`config.mk`:
```
export PLATFORM = sky130hd
export DESIGN_NAME = edge_irq_gpio_port
export DESIGN_NICKNAME = d
export VERILOG_FILES = /design/src/gpio_pkg.sv /design/src/edge_irq_gpio_port.sv
export SDC_FILE = /design/constraint.sdc
export NUM_CORES = 1
export LEC_CHECK = 0
export BUFFER_PORTS_ARGS = -buffer_cell sky130_fd_sc_hd__buf_2
export CORE_MARGIN = 3
export CORE_UTILIZATION = 45
export CTS_BUF_LIST = sky130_fd_sc_hd__clkbuf_4 sky130_fd_sc_hd__clkbuf_8
export CTS_CLUSTER_DIAMETER = 40
export DETAILED_ROUTE_END_ITERATION = 6
export GPL_TIMING_DRIVEN = 0
export HOLD_SLACK_MARGIN = 0.15
export MAX_ROUTING_LAYER = met4
export PLACE_DENSITY = 0.78
export SLEW_MARGIN = 20
export SYNTH_ARGS = -nofsm -noshare
export SYNTH_HDL_FRONTEND = slang
export SYNTH_SLANG_ARGS = --single-unit
```
`constraint.sdc`:
```
create_clock -name mclk -period 3.7 [get_ports mclk]
set_clock_uncertainty 0.2 [all_clocks]
set_input_delay 0.37 -clock mclk [delete_from_list [all_inputs] [get_ports mclk]]
set_output_delay 0.37 -clock mclk [all_outputs]
set_load 0.05 [all_outputs]
```
`src/gpio_pkg.sv`:
```
package gpio_pkg;

    // ******************************************
    // Bus geometry
    // ******************************************
    localparam int          ADDR_W      = 12;
    localparam int          DATA_W      = 32;
    localparam int          REG_W       = 8;
    localparam int          SHARED_W    = 10;
    localparam int          SHARED_LO_W = 2;

    // ******************************************
    // Register indices, byte address is index times four
    // ******************************************
    localparam logic [9:0]  IDX_J_DATA       = 10'h266;
    localparam logic [9:0]  IDX_J_DIR        = 10'h268;
    localparam logic [9:0]  IDX_J_DRIVE      = 10'h269;
    localparam logic [9:0]  IDX_J_PULL       = 10'h26A;
    localparam logic [9:0]  IDX_J_POLARITY   = 10'h26B;
    localparam logic [9:0]  IDX_J_IRQ_EN     = 10'h26C;
    localparam logic [9:0]  IDX_J_IRQ_FLAG   = 10'h26D;
    localparam logic [9:0]  IDX_SH_DATA_LO   = 10'h270;
    localparam logic [9:0]  IDX_SH_DATA_HI   = 10'h271;
    localparam logic [9:0]  IDX_SH_DIR_LO    = 10'h272;
    localparam logic [9:0]  IDX_SH_DIR_HI    = 10'h273;
    localparam logic [9:0]  IDX_SH_ANALOG_LO = 10'h274;
    localparam logic [9:0]  IDX_SH_ANALOG_HI = 10'h275;

    // ******************************************
    // Field layout and reset values
    // ******************************************
    localparam logic [7:0]  J_IMPL_MASK  = 8'hC7;
    localparam logic [7:0]  REG_RST      = 8'h00;
    localparam logic [9:0]  SHARED_RST   = 10'h000;
    localparam logic [31:0] RDATA_RST    = 32'h0000_0000;
    localparam logic [23:0] RDATA_PAD    = 24'h00_0000;
    localparam logic [5:0]  SH_LO_PAD    = 6'h00;

    // ******************************************
    // Pin carriers
    // ******************************************
    typedef struct packed {
        logic [7:0] out;
        logic [7:0] oe;
        logic [7:0] reduced_drive;
        logic [7:0] pull_enable;
        logic [7:0] pull_down;
    } first_port_pins_t;

    typedef struct packed {
        logic [9:0] out;
        logic [9:0] oe;
    } shared_port_pins_t;

endpackage

```
`src/edge_irq_gpio_port.sv`:
```
`timescale 1ns/1ps

// Functional notes
// - First port direction bit one makes the pin output, zero input.
// - Drive select picks reduced or full drive, only for output pins.
// - Pull enable acts only while the pin is an input.
// - Polarity one gives pull-down and rising edge, zero pull-up and falling.
// - Interrupt enable zero masks the flag from requesting an interrupt.
// - An edge of selected polarity on a pin sets its interrupt flag.
// - Writing one clears an interrupt flag, writing zero leaves it.
// - Interrupt request is high while any flag and its enable are set.
// - Shared data read returns register bit if output, else buffered pin.
// - Shared data register bits are driven onto pins in output mode.
// - Shared pins are general purpose only while not used as analog inputs.
// - First port interrupts work whether the pin is input or output.
module edge_irq_gpio_port
    import gpio_pkg::*;
(
    // Clock and reset
    input  wire logic                mclk,
    input  wire logic                sys_rst,
    // Avalon-MM slave
    input  wire logic [ADDR_W-1:0]   avs_address,
    input  wire logic                avs_read,
    input  wire logic                avs_write,
    input  wire logic [DATA_W-1:0]   avs_writedata,
    input  wire logic [3:0]          avs_byteenable,
    output logic      [DATA_W-1:0]   avs_readdata,
    output logic                     avs_waitrequest,
    // Interrupt
    output logic                     irq,
    // First port pins
    input  wire logic [REG_W-1:0]    first_port_in,
    output first_port_pins_t         first_port_pins,
    // Shared port pins
    input  wire logic [SHARED_W-1:0] shared_port_in,
    output shared_port_pins_t        shared_port_pins
);

    // ******************************************
    // Registers
    // ******************************************
    logic [REG_W-1:0]    j_data_r;
    logic [REG_W-1:0]    first_port_direction_r;
    logic [REG_W-1:0]    first_port_drive_select_r;
    logic [REG_W-1:0]    first_port_pull_enable_r;
    logic [REG_W-1:0]    first_port_polarity_select_r;
    logic [REG_W-1:0]    first_port_irq_enable_r;
    logic [REG_W-1:0]    first_port_irq_flag_r;
    logic [SHARED_W-1:0] shared_data_r;
    logic [SHARED_W-1:0] shared_dir_r;
    logic [SHARED_W-1:0] shared_analog_r;
    logic [REG_W-1:0]    j_meta_r;
    logic [REG_W-1:0]    j_sync_r;
    logic [REG_W-1:0]    j_prev_r;
    logic [SHARED_W-1:0] sh_meta_r;
    logic [SHARED_W-1:0] sh_sync_r;
    logic                wait_r;
    logic [DATA_W-1:0]   rdata_r;
    logic                irq_r;
    first_port_pins_t    j_pins_r;
    shared_port_pins_t   sh_pins_r;

    logic [REG_W-1:0]    edge_hit;
    logic [REG_W-1:0]    irq_flag_nxt;
    logic [REG_W-1:0]    rd_val;
    logic [SHARED_W-1:0] sh_read;
    logic [9:0]          idx;
    logic                wr_acc;
    logic                wr_lane;
    logic [REG_W-1:0]    wr_byte;

    // ******************************************
    // Bus handshake
    // ******************************************
    // One wait state: the read mux is registered, so answers take two edges
    assign idx     = avs_address[ADDR_W-1:2];
    assign wr_acc  = avs_write && !wait_r;
    assign wr_lane = wr_acc && avs_byteenable[0];
    assign wr_byte = avs_writedata[REG_W-1:0];

    always_ff @(posedge mclk)
    begin
        if (sys_rst)
            wait_r <= 1'b1;
        else if ((avs_read || avs_write) && wait_r)
            wait_r <= 1'b0;
        else
            wait_r <= 1'b1;
    end

    always_ff @(posedge mclk)
    begin
        if (sys_rst)
            rdata_r <= RDATA_RST;
        else if (avs_read && wait_r)
            rdata_r <= {RDATA_PAD, rd_val};
    end

    assign avs_waitrequest = wait_r;
    assign avs_readdata    = rdata_r;

    // ******************************************
    // Read mux
    // ******************************************
    // Direction selects register or pin image per bit
    assign sh_read = (shared_dir_r & shared_data_r) | (~shared_dir_r & sh_sync_r);

    always_comb
    begin
        rd_val = REG_RST;
        case (idx)
            IDX_J_DATA:
                rd_val = ((first_port_direction_r & j_data_r)
                         | (~first_port_direction_r & j_sync_r)) & J_IMPL_MASK;
            IDX_J_DIR:        rd_val = first_port_direction_r;
            IDX_J_DRIVE:      rd_val = first_port_drive_select_r;
            IDX_J_PULL:       rd_val = first_port_pull_enable_r;
            IDX_J_POLARITY:   rd_val = first_port_polarity_select_r;
            IDX_J_IRQ_EN:     rd_val = first_port_irq_enable_r;
            IDX_J_IRQ_FLAG:   rd_val = first_port_irq_flag_r;
            IDX_SH_DATA_LO:   rd_val = {SH_LO_PAD, sh_read[SHARED_LO_W-1:0]};
            IDX_SH_DATA_HI:   rd_val = sh_read[SHARED_W-1:SHARED_LO_W];
            IDX_SH_DIR_LO:    rd_val = {SH_LO_PAD, shared_dir_r[SHARED_LO_W-1:0]};
            IDX_SH_DIR_HI:    rd_val = shared_dir_r[SHARED_W-1:SHARED_LO_W];
            IDX_SH_ANALOG_LO: rd_val = {SH_LO_PAD, shared_analog_r[SHARED_LO_W-1:0]};
            IDX_SH_ANALOG_HI: rd_val = shared_analog_r[SHARED_W-1:SHARED_LO_W];
            default:          rd_val = REG_RST;
        endcase
    end

    // ******************************************
    // First port configuration
    // ******************************************
    // Mask keeps unimplemented bits at zero for good
    always_ff @(posedge mclk)
    begin
        if (sys_rst)
        begin
            j_data_r                     <= REG_RST;
            first_port_direction_r       <= REG_RST;
            first_port_drive_select_r    <= REG_RST;
            first_port_pull_enable_r     <= REG_RST;
            first_port_polarity_select_r <= REG_RST;
            first_port_irq_enable_r      <= REG_RST;
        end
        else if (wr_lane)
        begin
            case (idx)
                IDX_J_DATA:     j_data_r <= wr_byte & J_IMPL_MASK;
                IDX_J_DIR:      first_port_direction_r <= wr_byte & J_IMPL_MASK;
                IDX_J_DRIVE:    first_port_drive_select_r <= wr_byte & J_IMPL_MASK;
                IDX_J_PULL:     first_port_pull_enable_r <= wr_byte & J_IMPL_MASK;
                IDX_J_POLARITY: first_port_polarity_select_r <= wr_byte & J_IMPL_MASK;
                IDX_J_IRQ_EN:   first_port_irq_enable_r <= wr_byte & J_IMPL_MASK;
                default:        j_data_r <= j_data_r;
            endcase
        end
    end

    // ******************************************
    // Shared port registers
    // ******************************************
    always_ff @(posedge mclk)
    begin
        if (sys_rst)
        begin
            shared_data_r   <= SHARED_RST;
            shared_dir_r    <= SHARED_RST;
            shared_analog_r <= SHARED_RST;
        end
        else if (wr_lane)
        begin
            case (idx)
                IDX_SH_DATA_LO:
                    shared_data_r[SHARED_LO_W-1:0] <= avs_writedata[SHARED_LO_W-1:0];
                IDX_SH_DATA_HI:
                    shared_data_r[SHARED_W-1:SHARED_LO_W] <= wr_byte;
                IDX_SH_DIR_LO:
                    shared_dir_r[SHARED_LO_W-1:0] <= avs_writedata[SHARED_LO_W-1:0];
                IDX_SH_DIR_HI:
                    shared_dir_r[SHARED_W-1:SHARED_LO_W] <= wr_byte;
                IDX_SH_ANALOG_LO:
                    shared_analog_r[SHARED_LO_W-1:0] <= avs_writedata[SHARED_LO_W-1:0];
                IDX_SH_ANALOG_HI:
                    shared_analog_r[SHARED_W-1:SHARED_LO_W] <= wr_byte;
                default:
                    shared_data_r <= shared_data_r;
            endcase
        end
    end

    // ******************************************
    // Input synchronisers
    // ******************************************
    // Pins may toggle freely, so two stages before any logic looks at them
    always_ff @(posedge mclk)
    begin
        if (sys_rst)
        begin
            j_meta_r  <= REG_RST;
            j_sync_r  <= REG_RST;
            j_prev_r  <= REG_RST;
            sh_meta_r <= SHARED_RST;
            sh_sync_r <= SHARED_RST;
        end
        else
        begin
            j_meta_r  <= first_port_in;
            j_sync_r  <= j_meta_r;
            j_prev_r  <= j_sync_r;
            sh_meta_r <= shared_port_in;
            sh_sync_r <= sh_meta_r;
        end
    end

    // ******************************************
    // Edge detect and flags
    // ******************************************
    // Pin image is used whatever the direction, so outputs interrupt too
    genvar b;
    generate
        for (b = 0; b < REG_W; b++)
        begin : g_edge
            assign edge_hit[b] = J_IMPL_MASK[b] &&
                (first_port_polarity_select_r[b] ? (j_sync_r[b] && !j_prev_r[b])
                                                 : (!j_sync_r[b] && j_prev_r[b]));
            // Set wins over a same-cycle clear
            assign irq_flag_nxt[b] = edge_hit[b] ||
                (first_port_irq_flag_r[b] &&
                 !(wr_lane && idx == IDX_J_IRQ_FLAG && avs_writedata[b]));
        end
    endgenerate

    always_ff @(posedge mclk)
    begin
        if (sys_rst)
            first_port_irq_flag_r <= REG_RST;
        else
            first_port_irq_flag_r <= irq_flag_nxt;
    end

    always_ff @(posedge mclk)
    begin
        if (sys_rst)
            irq_r <= 1'b0;
        else
            irq_r <= |(irq_flag_nxt & first_port_irq_enable_r);
    end

    assign irq = irq_r;

    // ******************************************
    // Pin drivers
    // ******************************************
    always_ff @(posedge mclk)
    begin
        if (sys_rst)
        begin
            j_pins_r  <= '0;
            sh_pins_r <= '0;
        end
        else
        begin
            j_pins_r.out           <= j_data_r;
            j_pins_r.oe            <= first_port_direction_r;
            j_pins_r.reduced_drive <= first_port_drive_select_r & first_port_direction_r;
            j_pins_r.pull_enable   <= first_port_pull_enable_r & ~first_port_direction_r;
            j_pins_r.pull_down     <= first_port_polarity_select_r;
            sh_pins_r.out          <= shared_data_r;
            sh_pins_r.oe           <= shared_dir_r & ~shared_analog_r;
        end
    end

    assign first_port_pins  = j_pins_r;
    assign shared_port_pins = sh_pins_r;
endmodule // edge_irq_gpio_port

```
**Yosys cells after proc, flatten, opt, wreduce, memory -nomap -nowiden**

Index checks and enable logic that the tools add are counted.

- Bitwise gates (word level): 13
- Eq/ne operators: 13
- Multiplexer cells: 7
- Reduce and logical (&&, ||, !) cells: 69

Operator list:

| kind | count |
|---|---|
| 10-bit equality test (second input constant) | 13 |
| 8-bit case mux with 13 select lines | 1 |
| 8-bit AND | 5 |
| 1-bit logical AND | 31 |
| 10-bit AND | 3 |
| 2-bit AND reduction | 12 |
| 10-bit NOT | 2 |
| 1-bit zero test | 19 |
| 10-bit bitwise OR | 1 |
| 8-bit NOT | 1 |
| 8-bit bitwise OR | 1 |
| 8-bit OR reduction | 1 |
| 1-bit logical OR | 6 |
| 1-bit 2-to-1 mux | 6 |

- Output and inout port bits: 94
- Word-level logic and storage cells: 130
- Input bits: 70
- Flip-flop bits (word level): 173

**Longest topological paths before layout**

- Depth after elaboration: 10
- Depth in mapped cells: 8
- Gate-level depth less buffers: 6

**Least setup slack after synthesis**

Ideal clock, no wire load.

- Path kind: flip-flop to flip-flop
- Start point: reg wait_r (netlist: avs_waitrequest)
- End point: reg irq_r (netlist: irq)
- Slack: 1459 ps
- Clock period less this slack: 2241 ps
- Required time: 3367 ps
- Setup time: 133 ps
- Arrival time: 1909 ps
- Stages on the path, launching flop included: 7
- Buffers on the path: 0
- Cell sequence: dfxtp_1 -> nand3b_4 -> nor4b_4 -> nand2_1 -> a221o_1 -> a221oi_2 -> a31oi_1

- Word-level cells in the longest chain between the ends: 10
- Elaborated cells on any way between the ends: 35
- Classes of those cells: 1 x bitwise; 34 x reduce/logical

RTL lines:

| element | RTL line | RTL |
|---|---|---|
| start: declaration | edge_irq_gpio_port.sv:58 | `logic wait_r;` |
| start signal: assignment | edge_irq_gpio_port.sv:85 | `wait_r <= 1'b1;` |
| start signal: assignment | edge_irq_gpio_port.sv:87 | `wait_r <= 1'b0;` |
| start signal: assignment | edge_irq_gpio_port.sv:89 | `wait_r <= 1'b1;` |
| 1-bit zero test * | edge_irq_gpio_port.sv:78 | `assign wr_acc = avs_write && !wait_r;` |
| 1-bit logical AND * | edge_irq_gpio_port.sv:78 |  |
| 1-bit logical AND * | edge_irq_gpio_port.sv:79 | `assign wr_lane = wr_acc && avs_byteenable[0];` |
| 1-bit logical AND * | edge_irq_gpio_port.sv:231 | `!(wr_lane && idx == IDX_J_IRQ_FLAG && avs_writedata[b]));` |
| 1-bit logical AND | edge_irq_gpio_port.sv:231 |  |
| 1-bit zero test | edge_irq_gpio_port.sv:231 |  |
| 1-bit logical AND | edge_irq_gpio_port.sv:230 | `(first_port_irq_flag_r[b] &&` |
| 1-bit logical OR | edge_irq_gpio_port.sv:229 | `assign irq_flag_nxt[b] = edge_hit[b] \|\|` |
| 8-bit AND * | edge_irq_gpio_port.sv:248 | `irq_r <= \|(irq_flag_nxt & first_port_irq_enable_r);` |
| 8-bit OR reduction * | edge_irq_gpio_port.sv:248 |  |
| end signal: assignment | edge_irq_gpio_port.sv:248 |  |
| end: declaration | edge_irq_gpio_port.sv:60 | `logic irq_r;` |

Mark *: on every way between the ends. The rest lies on a longest branch, timed or not.
A chain may end at the register's enable or synchronous reset.

**Final worst setup path**

- Start point: in avs_address[3]
- End point: reg rdata_r[2] (netlist: avs_readdata[2])

- Word-level cells in the longest chain between the ends: 2
- Elaborated cells on any way between the ends: 14
- Classes of those cells: 13 x eq/ne; 1 x mux

RTL lines:

| element | RTL line | RTL |
|---|---|---|
| start: declaration | edge_irq_gpio_port.sv:23 | `input wire logic [ADDR_W-1:0] avs_address,` |
| 10-bit equality test | edge_irq_gpio_port.sv:112 | `case (idx)` |
| 8-bit case mux with 13 select lines * | edge_irq_gpio_port.sv:112 |  |
| end signal: assignment | edge_irq_gpio_port.sv:97 | `rdata_r <= {RDATA_PAD, rd_val};` |
| end: declaration | edge_irq_gpio_port.sv:59 | `logic [DATA_W-1:0] rdata_r;` |

Marked as above.

==> flow_summary.yaml <==
outcome:
  status: "completed"
timing:
  tightest_slew_ns: 0.841
  hold_violations: 0
  relSlewSlack_pct: 43.5
  finalSetupTns_ns: 0
  slew_violations: 0
  rsz0062_at_grt: "false"
  timing.final.crit_period_ns: 2.83
  fin_crit_sh_pct: 76.4
  setup_viol: 0
  fmax_mhz: 354
setup_path:
  crit_required_ns: 3.82
  worst-setup-path-type: "primary input to flip-flop"
  end_kind: "flip-flop"
  startpoint_type: "primary input"
  path_max_fanout: 10
  critPathArrivalTime_ns: 2.94
clock_network:
  cts_setup_buffers: 0
  path_clk_slew_ns: 0.08
  cts_resized: 0
  cts_max_path_buffers: 2
  clock_sinks: 158
  cts_tree: "done"
  cts_buffers: 17
  cts_root_buf: "clkbuf_8"
  worstSkewPairLatency_ns: 0.45
  htree_levels: 4
synth:
  synth_area_per_cell_um2: 9.91
  synth_top_area_share_pct: 50.3
  synth_common_cells: "dfxtp_1, nor2_1, nor2b_1"
  synth_edf_count: 0
  ys_ff_latch: 158
  postSynthCellCount: 635
  synth_top_family_by_area: "simple AND/OR/NAND/NOR gates"
  yosys_most_used_dff: "dfxtp_1"
  synth_area_leaders: "dfxtp_1, mux2i_1, nor2b_1"
  yosysWarnings: 0
  synth-simple-area-share_pct: 24.0
  synth_top_area_cell: "dfxtp_1"
  synthMuxAreaShare_pct: 10.3
  synth_cell_types: 64
  synth_xor_area_share_pct: 0
  ys_async_sr_fraction_pct: 0
  synth_fa_ha_area_share_pct: 0
  syn-cell-area_mm2: 0.00629
  ys_seq_area_share_pct: 50.3
  synth-compound-area-share_pct: 8.31
  synth.most_common_cell: "dfxtp_1"
final_layout:
  multiInputGateArea_mm2: 0.00283
  drive_gt1_share_pct: 23.0
  n_antenna_cell: 0
  area_growth_syn_to_layout_pct: 22.7
  final_nets: 871
  regArea_mm2: 0.00316
  nFillCells: 1219
global_routing:
  antenna_found_initial: 0
  grt_max_degree: 17
  track_usage_pct: 21.4
  grt_remaining_overflow: 0
  grt_pass1_wl_um: 25400
  grt_pass1_vias: 4657
power:
  switching_power_uw: 807
  power_frac_comb_pct: 9.3
  ir_worst_vdd_uv: 225
  clkPwrFrac_pct: 38.5
  p_total_uw: 3320
  internal_power_uw: 2510
  power_leakage_uw: 0.00330
  sw_frac_of_total_pct: 24.3
  p_seq_share_pct: 52.1
  powerDensity_mw_per_mm2: 430
placed_design:
  routabilityCongestion: 0.954
  io_buffers: 86
  place_hpwl_um: 11600
floorplan:
  die_w_um: 124
  start_util_pct: 46.8
  die_area_mm2: 0.0154
  die_h_um: 124
  num_rows: 42
  core_mm2: 0.0135
  io_pins: 164
routing:
  drtAntennaViolNets: 0
  wl_um: 16100
  drtPass1Iterations: 5
  wl_per_cell_um: 16.3
  drtIter0Drc: 466
  drc_errors: 0
  vias: 4974
  via_per_inst: 5.03
run:
  max-cap-violations: 0
hold_path:
  min_path_type: "primary input to flip-flop"
-- registers in the layout, summed over array words and instances, names as in the netlist, 8 cells and up --
name and flops:
first_port_pins 25, shared_port_pins 20, sh_sync_r 10, avs_readdata 8, shared_analog_r 10, first_port_irq_flag_r 8
shared_dir_r 10, sh_meta_r 10, shared_data_r 10
-- worst max-delay path: stages --
cell	delay [ns]
dlygate4sd3_1	0.55
buf_6	0.13
clkbuf_1	0.48
clkbuf_1	0.61
o2bb2ai_1	0.22
a32oi_1	0.25
o211ai_1	0.11
o21ai_1	0.15
nor2_1	0.05
-- final timing paths --
check              startpoint                         to  slack, ns  cells after the start
min          avs_writedata[7]  first_port_direction_r[7]       0.20                      3
max            avs_address[3]            avs_readdata[2]       0.87                      9
max reg2reg   avs_waitrequest                        irq       1.21                      6
min reg2reg       j_meta_r[7]                j_sync_r[7]       0.24                      1
-- placed cells by master (no fill, tap or decap), types with 5 or more instances in the layout --
cell,count
dfxtp_1,158
nand2_1,35
buf_2,88
o21ai_0,13
a21oi_1,30
o21ai_1,9
nand3_1,13
nor2_1,69
and2_1,7
nand2b_1,5
conb_1,39
nor2b_1,64
clkbuf_8,21
buf_4,41
mux2i_1,58
nor3b_1,16
or3b_2,6
dlygate4sd3_1,23
clkbuf_1,26
nand4_1,5
-- through the flow --
stage / cell area (um^2) / cells / hold WS (ns) / utilization, % / setup WS (ns)
finish: 7720 / 989 / 0.201 / 57.4 / 0.874
global route: 7720 / 989 / 0.257 / 57.4 / 0.804
CTS: 7720 / 989 / 0.171 / 57.4 / 0.930
detailed placement: 7080 / 935 / 0.220 / 52.7 / 0.914
global placement: 7080 / 935 / 0.219 / 52.7 / 0.893
floorplan: 6430 / 673 / 0.214 / - / 1.46
-- power groups by stage --
stage	logic [uW]	clock network, uW	registers (uW)
floorplan	210	0	1770
finish	310	1280	1730
global placement	284	0	1770
detailed placement	286	0	1770
global route	331	1350	1730
CTS	306	1300	1730
-- layout make-up --
class	count	share of cell area, %
multi-input combinational	440	36.6
timing repair buffer	109	8.56
buffer	72	5.63
clock buffer	25	4.13
sequential	158	41.0
inverter	3	0.146
tap	176	2.85
clock inverter	6	1.07
-- what timing repair did --
item	in CTS	in global routing
endpoints found under the hold margin	36	0
setup endpoints to repair	0	0
hold buffers	23	0
-- metal layers --
| metal | wire, um | GRT usage [%] | part of all wire (%) |
|---|---|---|---|
| met4 | 407 | 8.51 | 2.5 |
| met1 | 7220 | 28.6 | 45 |
| met3 | 1080 | 4.21 | 6.7 |
| met2 | 7440 | 31.9 | 46 |
| met5 | 0 | - | 0 |
-- kinds of logic (layout without fill, tap and decap cells) --
kind of cell	after synthesis	after routing
multiplexers	62	62
flip-flops	158	158
AND/OR/NAND/NOR	256	256
buffers and inverters	75	215
other	1	39
AO/OA/AOI/OAI	83	83
Note: power is estimated with default switching activity, not from simulation.
